## src/hdl/ddrp_pkg.sv

```systemverilog
// shared constants and types for the ddr phy clocking and i/o block
package ddrp_pkg;

  // pin group widths
  localparam int DQ_W = 32;
  localparam int LANE_W = 8;
  localparam int NUM_LANES = DQ_W / LANE_W;
  localparam int ADDR_W = 13;
  localparam int BA_W = 2;
  localparam int NUM_BANKS = 2;

  // memory clock figures as documented, and the local clock period
  localparam int MEM_CLK_MHZ = 200;
  localparam int MEM_PERIOD_NS = 5;
  localparam int CLK_PERIOD_NS = 4;

  // fixed phase shift setting handed to the clock manager
  localparam int PHASE_W = 10;
  localparam logic signed [PHASE_W-1:0] CLOCK_MANAGER_PHASE_SHIFT = 10'sh0b6;

  // reset and idle levels
  localparam logic CMD_INACTIVE = 1'h1;
  localparam logic LEVEL_LOW = 1'h0;
  localparam logic LEVEL_HIGH = 1'h1;
  localparam logic [ADDR_W-1:0] ADDR_RESET = 13'h0000;
  localparam logic [BA_W-1:0] BA_RESET = 2'h0;
  localparam logic [LANE_W-1:0] BYTE_RESET = 8'h00;

  // write strobe sequencer, gray coded along idle-pre-data-post
  typedef enum logic [1:0] {
    DDRP_W_IDLE = 2'h0,
    DDRP_W_PRE  = 2'h1,
    DDRP_W_DATA = 2'h3,
    DDRP_W_POST = 2'h2
  } ddrp_wstate_t;

endpackage

```

## src/hdl/ddrp_lane_if.sv

```systemverilog
// byte lane carrier between the phy core and one lane slice
`timescale 1ns/1ps
interface ddrp_lane_if;
  import ddrp_pkg::*;
  // write side, next values computed by the core
  logic [LANE_W-1:0] wr_byte;
  logic wr_mask;
  logic wr_load;
  logic dqs_drive;
  logic dqs_level;
  logic rd_gate;
  // lane pins
  logic [LANE_W-1:0] dq_i;
  logic dqs_i;
  logic [LANE_W-1:0] dq_o;
  logic dq_oe;
  logic dm_o;
  logic dqs_o;
  logic dqs_oe;
  // read results
  logic [LANE_W-1:0] rd_byte;
  logic rd_valid;

  modport core (
    output wr_byte, wr_mask, wr_load, dqs_drive, dqs_level, rd_gate, dq_i, dqs_i,
    input dq_o, dq_oe, dm_o, dqs_o, dqs_oe, rd_byte, rd_valid
  );
  modport lane (
    input wr_byte, wr_mask, wr_load, dqs_drive, dqs_level, rd_gate, dq_i, dqs_i,
    output dq_o, dq_oe, dm_o, dqs_o, dqs_oe, rd_byte, rd_valid
  );
endinterface // ddrp_lane_if

```

## src/hdl/ddrp_phy.sv

```systemverilog
// ddr phy clocking, command registering, write strobe sequencing and lane array
//
// Behaviour
// - drive memory a continuous free-running clock, low jitter, documented 200MHz/5ns; here clk/2, 8ns with the 4ns local clock
// - all interface clocks come from the dedicated low-jitter reference clock
// - two internal clock phases 180 degrees apart; inverted one runs control
// - address, bank, ras, cas, we each registered in a control-phase output flop
// - command and address change midway between memory clock rising edges
// - write data and mask launched from write-clock registers
// - clock manager gets fixed phase shift setting of +182
// - interface drives the strobes itself during writes, aligned to write data
// - read data captured per lane with a delayed copy of its own strobe
// - each bank's dummy keep input drives its dummy output directly
// - lane n is dq 8n..8n+7, strobe n, mask n, kept together
`timescale 1ns/1ps
module ddrp_phy
  import ddrp_pkg::*;
(
  input wire logic clk,
  input wire logic arst_n,
  // command request
  input wire logic cmd_valid,
  output logic cmd_ready,
  input wire logic [ADDR_W-1:0] cmd_addr,
  input wire logic [BA_W-1:0] cmd_bank,
  input wire logic cmd_ras_n,
  input wire logic cmd_cas_n,
  input wire logic cmd_we_n,
  input wire logic cmd_cs_n,
  input wire logic cke_en,
  // write beats, one per clock
  input wire logic wr_valid,
  output logic wr_ready,
  input wire logic [DQ_W-1:0] wr_data,
  input wire logic [NUM_LANES-1:0] wr_mask,
  // read window and captured bytes
  input wire logic rd_gate,
  output logic [DQ_W-1:0] rd_data,
  output logic [NUM_LANES-1:0] rd_valid,
  // clock phase indicators and clock manager setting
  output logic mem_clock_source,
  output logic ctrl_system_clock,
  output logic signed [PHASE_W-1:0] clock_manager_phase_shift,
  // memory pins
  output logic mem_clk_p,
  output logic mem_clk_n,
  output logic [ADDR_W-1:0] mem_addr,
  output logic [BA_W-1:0] mem_bank,
  output logic mem_ras_n,
  output logic mem_cas_n,
  output logic mem_we_n,
  output logic mem_cs_n,
  output logic mem_cke,
  input wire logic [DQ_W-1:0] mem_dq_i,
  output logic [DQ_W-1:0] mem_dq_o,
  output logic [DQ_W-1:0] mem_dq_oe,
  output logic [NUM_LANES-1:0] mem_dm,
  input wire logic [NUM_LANES-1:0] mem_dqs_i,
  output logic [NUM_LANES-1:0] mem_dqs_o,
  output logic [NUM_LANES-1:0] mem_dqs_oe,
  // reference keep pins, one pair per bank
  input wire logic [NUM_BANKS-1:0] dummy_keep_in,
  output logic [NUM_BANKS-1:0] dummy_keep_out
);

  // memory clock phase pair
  logic mclk, next_mclk;
  logic mclk_inv, next_mclk_inv;

  // command output registers
  logic [ADDR_W-1:0] addr_q, next_addr_q;
  logic [BA_W-1:0] bank_q, next_bank_q;
  logic ras_q, next_ras_q;
  logic cas_q, next_cas_q;
  logic we_q, next_we_q;
  logic cs_q, next_cs_q;
  logic cke_q, next_cke_q;
  logic cmd_fire;

  // write staging and strobe sequencer
  ddrp_wstate_t wst, next_wst;
  logic s1_v, next_s1_v;
  logic [DQ_W-1:0] s1_data, next_s1_data;
  logic [NUM_LANES-1:0] s1_mask, next_s1_mask;
  logic tgl, next_tgl;
  logic wr_fire;
  logic lane_load;

  // clock phases: both derived from the one reference clock
  always_comb
  begin
    next_mclk = ~mclk;
    next_mclk_inv = mclk;
  end

  always_ff @(posedge clk or negedge arst_n)
  begin
    if (!arst_n)
    begin
      mclk <= LEVEL_LOW;
      mclk_inv <= LEVEL_HIGH;
    end
    else
    begin
      mclk <= next_mclk;
      mclk_inv <= next_mclk_inv;
    end
  end

  // commands only taken on the falling memory clock edge
  assign cmd_ready = mclk;
  assign cmd_fire = cmd_valid && cmd_ready;

  // command next values, nop when nothing is offered
  always_comb
  begin
    next_addr_q = addr_q;
    next_bank_q = bank_q;
    next_ras_q = ras_q;
    next_cas_q = cas_q;
    next_we_q = we_q;
    next_cs_q = cs_q;
    next_cke_q = cke_q;
    if (mclk)
    begin
      // update on the control phase, midway between rising edges
      next_cke_q = cke_en;
      if (cmd_fire)
      begin
        next_addr_q = cmd_addr;
        next_bank_q = cmd_bank;
        next_ras_q = cmd_ras_n;
        next_cas_q = cmd_cas_n;
        next_we_q = cmd_we_n;
        next_cs_q = cmd_cs_n;
      end
      else
      begin
        next_ras_q = CMD_INACTIVE;
        next_cas_q = CMD_INACTIVE;
        next_we_q = CMD_INACTIVE;
        next_cs_q = CMD_INACTIVE;
      end
    end
  end

  // control phase output flops
  always_ff @(posedge clk or negedge arst_n)
  begin
    if (!arst_n)
    begin
      addr_q <= ADDR_RESET;
      bank_q <= BA_RESET;
      ras_q <= CMD_INACTIVE;
      cas_q <= CMD_INACTIVE;
      we_q <= CMD_INACTIVE;
      cs_q <= CMD_INACTIVE;
      cke_q <= LEVEL_LOW;
    end
    else
    begin
      addr_q <= next_addr_q;
      bank_q <= next_bank_q;
      ras_q <= next_ras_q;
      cas_q <= next_cas_q;
      we_q <= next_we_q;
      cs_q <= next_cs_q;
      cke_q <= next_cke_q;
    end
  end

  // first beat only when the next strobe high meets a falling memory clock
  always_comb
  begin
    unique case (wst)
      DDRP_W_IDLE: wr_ready = !mclk;
      DDRP_W_PRE: wr_ready = LEVEL_HIGH;
      DDRP_W_DATA: wr_ready = s1_v;
      DDRP_W_POST: wr_ready = LEVEL_LOW;
    endcase
  end
  assign wr_fire = wr_valid && wr_ready;

  // strobe sequencer: preamble, toggle per beat, postamble
  always_comb
  begin
    next_wst = wst;
    unique case (wst)
      DDRP_W_IDLE: if (wr_fire) next_wst = DDRP_W_PRE;
      DDRP_W_PRE: next_wst = DDRP_W_DATA;
      DDRP_W_DATA: if (!s1_v) next_wst = DDRP_W_POST;
      DDRP_W_POST: next_wst = DDRP_W_IDLE;
    endcase
    lane_load = (next_wst == DDRP_W_DATA);
    // strobe rises with the first beat, then flips on every beat
    if (next_wst == DDRP_W_DATA)
      next_tgl = (wst == DDRP_W_DATA) ? ~tgl : LEVEL_HIGH;
    else
      next_tgl = LEVEL_LOW;
    next_s1_v = wr_fire;
    next_s1_data = wr_fire ? wr_data : s1_data;
    next_s1_mask = wr_fire ? wr_mask : s1_mask;
  end

  always_ff @(posedge clk or negedge arst_n)
  begin
    if (!arst_n)
    begin
      wst <= DDRP_W_IDLE;
      tgl <= LEVEL_LOW;
      s1_v <= LEVEL_LOW;
      s1_data <= '0;
      s1_mask <= '0;
    end
    else
    begin
      wst <= next_wst;
      tgl <= next_tgl;
      s1_v <= next_s1_v;
      s1_data <= next_s1_data;
      s1_mask <= next_s1_mask;
    end
  end

  // byte lanes, each with its own strobe, mask and eight data bits
  generate
    for (genvar n = 0; n < NUM_LANES; n++)
    begin : g_lane
      ddrp_lane_if lif ();
      assign lif.wr_byte = s1_data[n*LANE_W +: LANE_W];
      assign lif.wr_mask = s1_mask[n];
      assign lif.wr_load = lane_load;
      assign lif.dqs_drive = (next_wst != DDRP_W_IDLE);
      assign lif.dqs_level = next_tgl;
      assign lif.rd_gate = rd_gate;
      assign lif.dq_i = mem_dq_i[n*LANE_W +: LANE_W];
      assign lif.dqs_i = mem_dqs_i[n];
      assign mem_dq_o[n*LANE_W +: LANE_W] = lif.dq_o;
      assign mem_dq_oe[n*LANE_W +: LANE_W] = {LANE_W{lif.dq_oe}};
      assign mem_dm[n] = lif.dm_o;
      assign mem_dqs_o[n] = lif.dqs_o;
      assign mem_dqs_oe[n] = lif.dqs_oe;
      assign rd_data[n*LANE_W +: LANE_W] = lif.rd_byte;
      assign rd_valid[n] = lif.rd_valid;
      ddrp_lane u_lane (
        .clk(clk),
        .arst_n(arst_n),
        .lif(lif)
      );
    end
  endgenerate

  // clock pins and phase indicators
  assign mem_clk_p = mclk;
  assign mem_clk_n = mclk_inv;
  assign mem_clock_source = mclk;
  assign ctrl_system_clock = mclk_inv;
  assign clock_manager_phase_shift = CLOCK_MANAGER_PHASE_SHIFT;

  // command pins from the control phase flops
  assign mem_addr = addr_q;
  assign mem_bank = bank_q;
  assign mem_ras_n = ras_q;
  assign mem_cas_n = cas_q;
  assign mem_we_n = we_q;
  assign mem_cs_n = cs_q;
  assign mem_cke = cke_q;

  // reference keep path, no logic so it cannot be trimmed away
  assign dummy_keep_out = dummy_keep_in;

endmodule // ddrp_phy

```

## src/hdl/ddrp_lane.sv

```systemverilog
// one byte lane slice: write launch registers and strobe-timed read capture
`timescale 1ns/1ps
module ddrp_lane
  import ddrp_pkg::*;
(
  input wire logic clk,
  input wire logic arst_n,
  ddrp_lane_if.lane lif
);

  logic [LANE_W-1:0] dq_o, next_dq_o;
  logic dq_oe, next_dq_oe;
  logic dm_o, next_dm_o;
  logic dqs_o, next_dqs_o;
  logic dqs_oe, next_dqs_oe;
  logic dqs_d1, dqs_d2;
  logic [LANE_W-1:0] dq_d1;
  logic gate_d1;
  logic [LANE_W-1:0] rd_byte, next_rd_byte;
  logic rd_valid, next_rd_valid;

  // write launch and read capture next values
  always_comb
  begin
    next_dq_o = lif.wr_load ? lif.wr_byte : dq_o;
    next_dm_o = lif.wr_load ? lif.wr_mask : dm_o;
    next_dq_oe = lif.wr_load;
    next_dqs_oe = lif.dqs_drive;
    next_dqs_o = lif.dqs_level;
    // own lane strobe only, one register of delay before edge detect
    next_rd_valid = gate_d1 && !dqs_oe && (dqs_d1 != dqs_d2);
    next_rd_byte = next_rd_valid ? dq_d1 : rd_byte;
  end

  // lane registers
  always_ff @(posedge clk or negedge arst_n)
  begin
    if (!arst_n)
    begin
      dq_o <= BYTE_RESET;
      dq_oe <= LEVEL_LOW;
      dm_o <= LEVEL_LOW;
      dqs_o <= LEVEL_LOW;
      dqs_oe <= LEVEL_LOW;
      dqs_d1 <= LEVEL_LOW;
      dqs_d2 <= LEVEL_LOW;
      dq_d1 <= BYTE_RESET;
      gate_d1 <= LEVEL_LOW;
      rd_byte <= BYTE_RESET;
      rd_valid <= LEVEL_LOW;
    end
    else
    begin
      dq_o <= next_dq_o;
      dq_oe <= next_dq_oe;
      dm_o <= next_dm_o;
      dqs_o <= next_dqs_o;
      dqs_oe <= next_dqs_oe;
      dqs_d1 <= lif.dqs_i; // delayed strobe copy
      dqs_d2 <= dqs_d1;
      dq_d1 <= lif.dq_i;
      gate_d1 <= lif.rd_gate;
      rd_byte <= next_rd_byte;
      rd_valid <= next_rd_valid;
    end
  end

  // lane outputs straight from registers
  assign lif.dq_o = dq_o;
  assign lif.dq_oe = dq_oe;
  assign lif.dm_o = dm_o;
  assign lif.dqs_o = dqs_o;
  assign lif.dqs_oe = dqs_oe;
  assign lif.rd_byte = rd_byte;
  assign lif.rd_valid = rd_valid;

endmodule // ddrp_lane

```

## config.mk

```make
export PLATFORM = sky130hd
export DESIGN_NAME = ddrp_phy
export DESIGN_NICKNAME = d
export VERILOG_FILES = /design/src/hdl/ddrp_pkg.sv /design/src/hdl/ddrp_lane_if.sv /design/src/hdl/ddrp_phy.sv /design/src/hdl/ddrp_lane.sv
export SDC_FILE = /design/constraint.sdc
export NUM_CORES = 1
export LEC_CHECK = 0
export BUFFER_PORTS_ARGS = -buffer_cell sky130_fd_sc_hd__buf_2
export CAP_MARGIN = 20
export CORE_MARGIN = 5
export CORE_UTILIZATION = 53
export DETAILED_ROUTE_END_ITERATION = 16
export GPL_ROUTABILITY_DRIVEN = 0
export PLACE_DENSITY = 0.81
export SYNTH_ARGS = -nofsm -noshare
export SYNTH_HDL_FRONTEND = slang
export SYNTH_SLANG_ARGS = --single-unit
```

## constraint.sdc

```tcl
create_clock -name clk -period 2.8 [get_ports clk]
set_input_delay 0.56 -clock clk [delete_from_list [all_inputs] [get_ports clk]]
set_output_delay 0.56 -clock clk [all_outputs]
set_load 0.01 [all_outputs]
```

# After elaboration in Yosys (flattened, before gate mapping)
# Cells that the tools add are included.
# op_classes
n_addsub	0
multipliers	0
n_div	0
n_lt_le_gt_ge	0
n_eq_ne	8
shift	0
mux	10
bitwise	2
n_reduce_logical	12
# op_table
cell	n
$pmux W2 S4	1
$logic_and A1 B1 Y1	7
$eq A2 B2 Y1 const B	3
$mux W1	6
$mux W2	2
$ne A1 B1 Y1	4
$pmux W1 S4	1
$eq A2 B1 Y1 const B	1
$logic_not A1 Y1	2
$logic_not A2 Y1	1
$not A1 Y1	2
$reduce_and A2 Y1	1
$reduce_bool A2 Y1	1
# word_totals
reg_bits	177
latchBits	0
mem_bits_rw	0
romBits	0
inputBits	99
output_inout_bits	150
n_memories	0

# Depth between registers and ports, before layout
# depth
ltp_word	7
mapped_depth	6
ltp_nobuf	3

# By module
# A second synthesis with hierarchy kept.
# unflattened
hier_cells	414
area_unflattened_um2	7171.9
# modules_own_cells
mod	instances	cells_per_inst	area_each_um2	seq_area_each_um2
ddrp_lane	4	53	1059.8	800.8
ddrp_phy	1	202	2932.8	1557.7

# Worst setup path after synthesis
# OpenSTA, ideal clock, no wires.
# synth_timing
path_kind	flip-flop to output port
startpoint	register wst[1]
endpoint	output wr_ready
t_arrival_ps	1108
required_ps	2240
path_slack_ps	1132
path_stages_with_launch	6
n_path_buf	2
path_cell_list	dfrtp_1 inv_1 o21ai_1 buf_2 buf_4 o21ai_0
# synth_between
elab_chain_len	2
word_cells_on_any_way	5
classes_between	eq/ne (3); mux (1); reduce/logical (1)
# synth_rtl
item	line	text
start: declaration	ddrp_phy.sv:81	ddrp_wstate_t wst, next_wst;
start signal: assignment	ddrp_phy.sv:217	wst <= next_wst;
$eq A2 B2 Y1 (tied with other cells)	ddrp_phy.sv:175	unique case (wst)
$pmux W1 S4 (*)	ddrp_phy.sv:175	
end: declaration	ddrp_phy.sv:33	output logic wr_ready,
# Mark *: on every way between the ends. The rest lies on a longest branch, timed or not.

# Worst setup path after layout
# Same ends and word-level chain as after synthesis.

==> summary by stage <==
Hold path
The class of the worst hold path is in2async.

Clocking
The number of buffers added by the clock tree synthesis step is 17. In this run the post-CTS setup repair buffer count came out at 0. For this design, the sink count on the clock tree is 177. The clock passes through at most 2 buffers. After clock tree synthesis, the clock-pin slew on the worst setup and hold paths is 60 ps.

The number of hold buffers added after CTS was 0. Post-CTS repair changed the size of 0 cells. TritonCTS built the clock tree. CTS built an H-tree with a depth of 4. The master cell of the clock root buffer is sky130_fd_sc_hd__clkbuf_16. For the worst-skew pair, the clock arrives at the later sink with an insertion delay of approximately 420 ps.

Routing
The first detailed-routing pass took 4 iterations. After detailed routing, the total wire length is roughly 13,000 microns. Dividing the detail-routed via count by the number of cells gives between 4 and 5. The number of antenna-violating nets in the routed design is 0. After detailed routing, the number of remaining DRC violations is 0. The average detailed-routed wire length per instance is ~17 microns. The vias after detailed routing is 3,744. The DRC marker count from the first detailed-route iteration is 143.

Floorplanning
The area of the core is approximately 0.012 sq mm. The floorplan die height is 121.7 microns. The floorplan has 40 rows. The die covers 0.01480 sq mm. The die outline width is 121.7 microns. The starting utilization of the core area is 54.57%. The number of top-level pins is 249.

Final layout
Once layout is complete, the cells apart from fillers number 772. Summing all flip-flop and latch instances after layout gives 0.004436 sq mm. The area growth from synthesis to layout is 23.02%. In the final layout, the multi-input gates occupy 0.001649 sq mm. The antenna diode instance count is 0.

Cells fill 67.13% of the core in the end. The net count of the finished layout is between 600 and 700. Of the cells placed in the final design, the portion with a size suffix greater than 1 is 66.23%. The number of inserted filler cells in the final layout is 898.

Critical path
The class of the most critical setup path is reg2out. STA classifies the critical path startpoint as a flip-flop. In this run the worst path has a maximum fanout of 8. For the worst setup path, the data arrival time is 1560 ps. The data required time at the worst endpoint is 2240 ps. The critical path endpoint category is a primary output.

STA
The final cycle utilization of the critical path is 75.76%. The clock skew is 7.501 ps. For the pin with the worst max-slew slack, the measured transition is a little under 800 ps. The time the final worst path needs with I/O delays and setup is 2121 ps. For this run, the top clock speed supported by timing is 471.4 MHz. The hold violation count in the final report was 0. The number of max-slew violations in the final report came to 0. The worst slew margin relative to its limit is 48.04%. Setup repair after global routing left no endpoint under its margin. Once routing completed, OpenROAD measured the worst setup slack at 678.8 ps. Setup violations remaining at the end of the flow were counted as 0.

The sum of negative setup slack is 0 ps.

Synth
Of all cell types, the one taking the most synthesized area is sky130_fd_sc_hd__dfrtp_1. By area the synthesized netlist is led by sky130_fd_sc_hd__dfrtp_1, sky130_fd_sc_hd__mux2_2, sky130_fd_sc_hd__buf_4. The sequential element share of the synthesized area is approximately two thirds. The mean cell area of the mapped netlist is approximately 16 sq um. The commonest cells after synthesis are sky130_fd_sc_hd__dfrtp_1, sky130_fd_sc_hd__mux2_2, sky130_fd_sc_hd__buf_4.

During synthesis, Yosys emitted a total of 0 warnings. In this run, synthesis inferred 0 flip-flops with an integrated enable. The number of different library cells used by synthesis comes to 21. The area fraction of the dominant cell type after synthesis is between 60% and 70%. The synthesized design contains about 180 register bits. The most numerous cell in the Yosys netlist is sky130_fd_sc_hd__dfrtp_1.

The post-synth design cell area is 0.006609 sq mm. For this run, asynchronously set or reset flops after synthesis account for 100.0%. The prevailing post-synth register cell is sky130_fd_sc_hd__dfrtp_1. Synthesis produced a netlist whose cell count is 401.

Global routing
The overall overflow remaining after global route is 0. For this run, the total global-route usage over all layers was measured as 17.80%. The number of global-route vias before repair is 3,976. Entering global routing, the biggest net connects 73 pins. The initial antenna violation count is 1.

The wire length of the first global-routing pass is 20,220 microns.

Power and ir drop
The share of total power in the clock network is 25.4%. The share of total power in combinational logic is 31.9%. The maximum vdd drop is roughly 670 uV. The switching fraction of total power is 30.09%. The static leakage is roughly 0.004 uW. The part of the power in registers is 42.7%. The power density over the cells is between 1000 and 1500 mW/mm^2. The completed layout was analyzed and its total power is 9246 uW. The analysis attributes to net switching a power of 2782 uW. The internal portion of the total power is 6463 uW.

Job
Across the run, the number of max-cap violations was 0.

Place
The instance count after placement with tap cells included is 740. Before CTS, the worst setup slack after placement is 866.3 ps. In this run the tool buffered the top-level ports with 234 buffer cells.

The sum of net half-perimeters after detailed placement is between 9000 and 10,000 microns.

Outcome
The flow ran to the end, and the final reports show no timing, DRC or antenna violations.
area by class of cell:
| cell class | count | share of cell area [%] |
|---|---|---|
| Sequential cell | 177 | 54.56 |
| Multi-Input combinational cell | 154 | 20.28 |
| Timing Repair Buffer | 238 | 15.16 |
| Clock buffer | 18 | 5.279 |
| Tap cell | 168 | 2.585 |
| Clock inverter | 14 | 2.001 |
| Inverter | 3 | 0.1385 |
layout by cell type (no fill, tap or decap), drive strengths merged:
cell type / count
buf: 238
dfrtp: 172
mux2: 120
clkbuf: 18
conb: 10
clkinv: 8
dfstp: 5
inv: 5
xnor2: 4
nor2: 4
o22a: 4
bufinv: 3
o21ai: 3
nand2b: 2
a21oi: 2
nand2: 2
and3: 1
a31o: 1
or2: 1
clkinvlp: 1
sequential cells by signal (all words and copies together), names as in the netlist, 2 cells and up:
signal,count
s1_mask,4
wst,2
mem_bank,2
mem_addr,13
g_lane.u_lane.dqs_d2,4
g_lane.u_lane.dqs_d1,4
g_lane.u_lane.dq_d1,32
g_lane.u_lane.lif.dq_o,32
g_lane.u_lane.lif.dm_o,4
g_lane.u_lane.lif.rd_byte,32
s1_data,32
g_lane.u_lane.lif.rd_valid,4
power by group through the flow:
stage | logic [uW] | clock network [uW] | registers [uW]
floorplan | 2000 | 0 | 4140
global placement | 2920 | 0 | 3940
detailed placement | 3000 | 0 | 3990
CTS | 3010 | 2390 | 3970
global route | 3190 | 2520 | 4070
finish | 2950 | 2340 | 3950
worst paths after layout:
check	start	endpoint	depth (start not counted)	slack, ps
worst max-delay path	wst[1]	wr_ready	4	680
worst max register to register	cmd_ready	s1_mask[2]	4	930
worst min register to register	g_lane[0].u_lane.dqs_d1	g_lane[0].u_lane.dqs_d2	0	400
worst min-delay path	arst_n	mem_addr[5]	1	160
max in group asynchronous	arst_n	mem_we_n	2	1870
min in group clk	mem_dq_i[16]	g_lane[2].u_lane.dq_d1[0]	1	250
routing by layer:
| layer | track usage, % | vias up | share of wire [%] |
|---|---|---|---|
| li1 | - | 1665 | - |
| met1 | 20.84 | 1886 | 38 |
| met2 | 29.29 | 161 | 50 |
| met3 | 7.289 | 30 | 9.3 |
| met4 | 7.143 | 2 | 2.4 |
| met5 | 0 | - | 0.054 |
kinds of logic (layout without fill, tap and decap cells):
kind of cell / Yosys count / count (layout) / share of synthesized area [%]
flops: 177 / 177 / 67.11
mux: 120 / 120 / 21.47
buf+inv: 78 / 273 / 8.557
compound gates: 10 / 10 / 1.041
simple gates: 10 / 10 / 1.174
xor+xnor: 4 / 4 / 0.5300
other cells: 2 / 10 / 0.1136
metrics by stage:
step / instance area (sq um) / hold WS [ps]
global placement: 7538 / 380.7
CTS: 8130 / 176.8
floorplan: 6639 / 264.4
detailed placement: 7538 / 386.8
global route: 8130 / 194.3
finish: 8130 / 157.2
critical path, stage by stage (launching register included):
cell,delay (ps)
sky130_fd_sc_hd__dfrtp_1,390
sky130_fd_sc_hd__inv_1,100
sky130_fd_sc_hd__o21ai_4,280
sky130_fd_sc_hd__o21ai_0,190
sky130_fd_sc_hd__buf_2,180
Power figures use the tool's default switching activity.
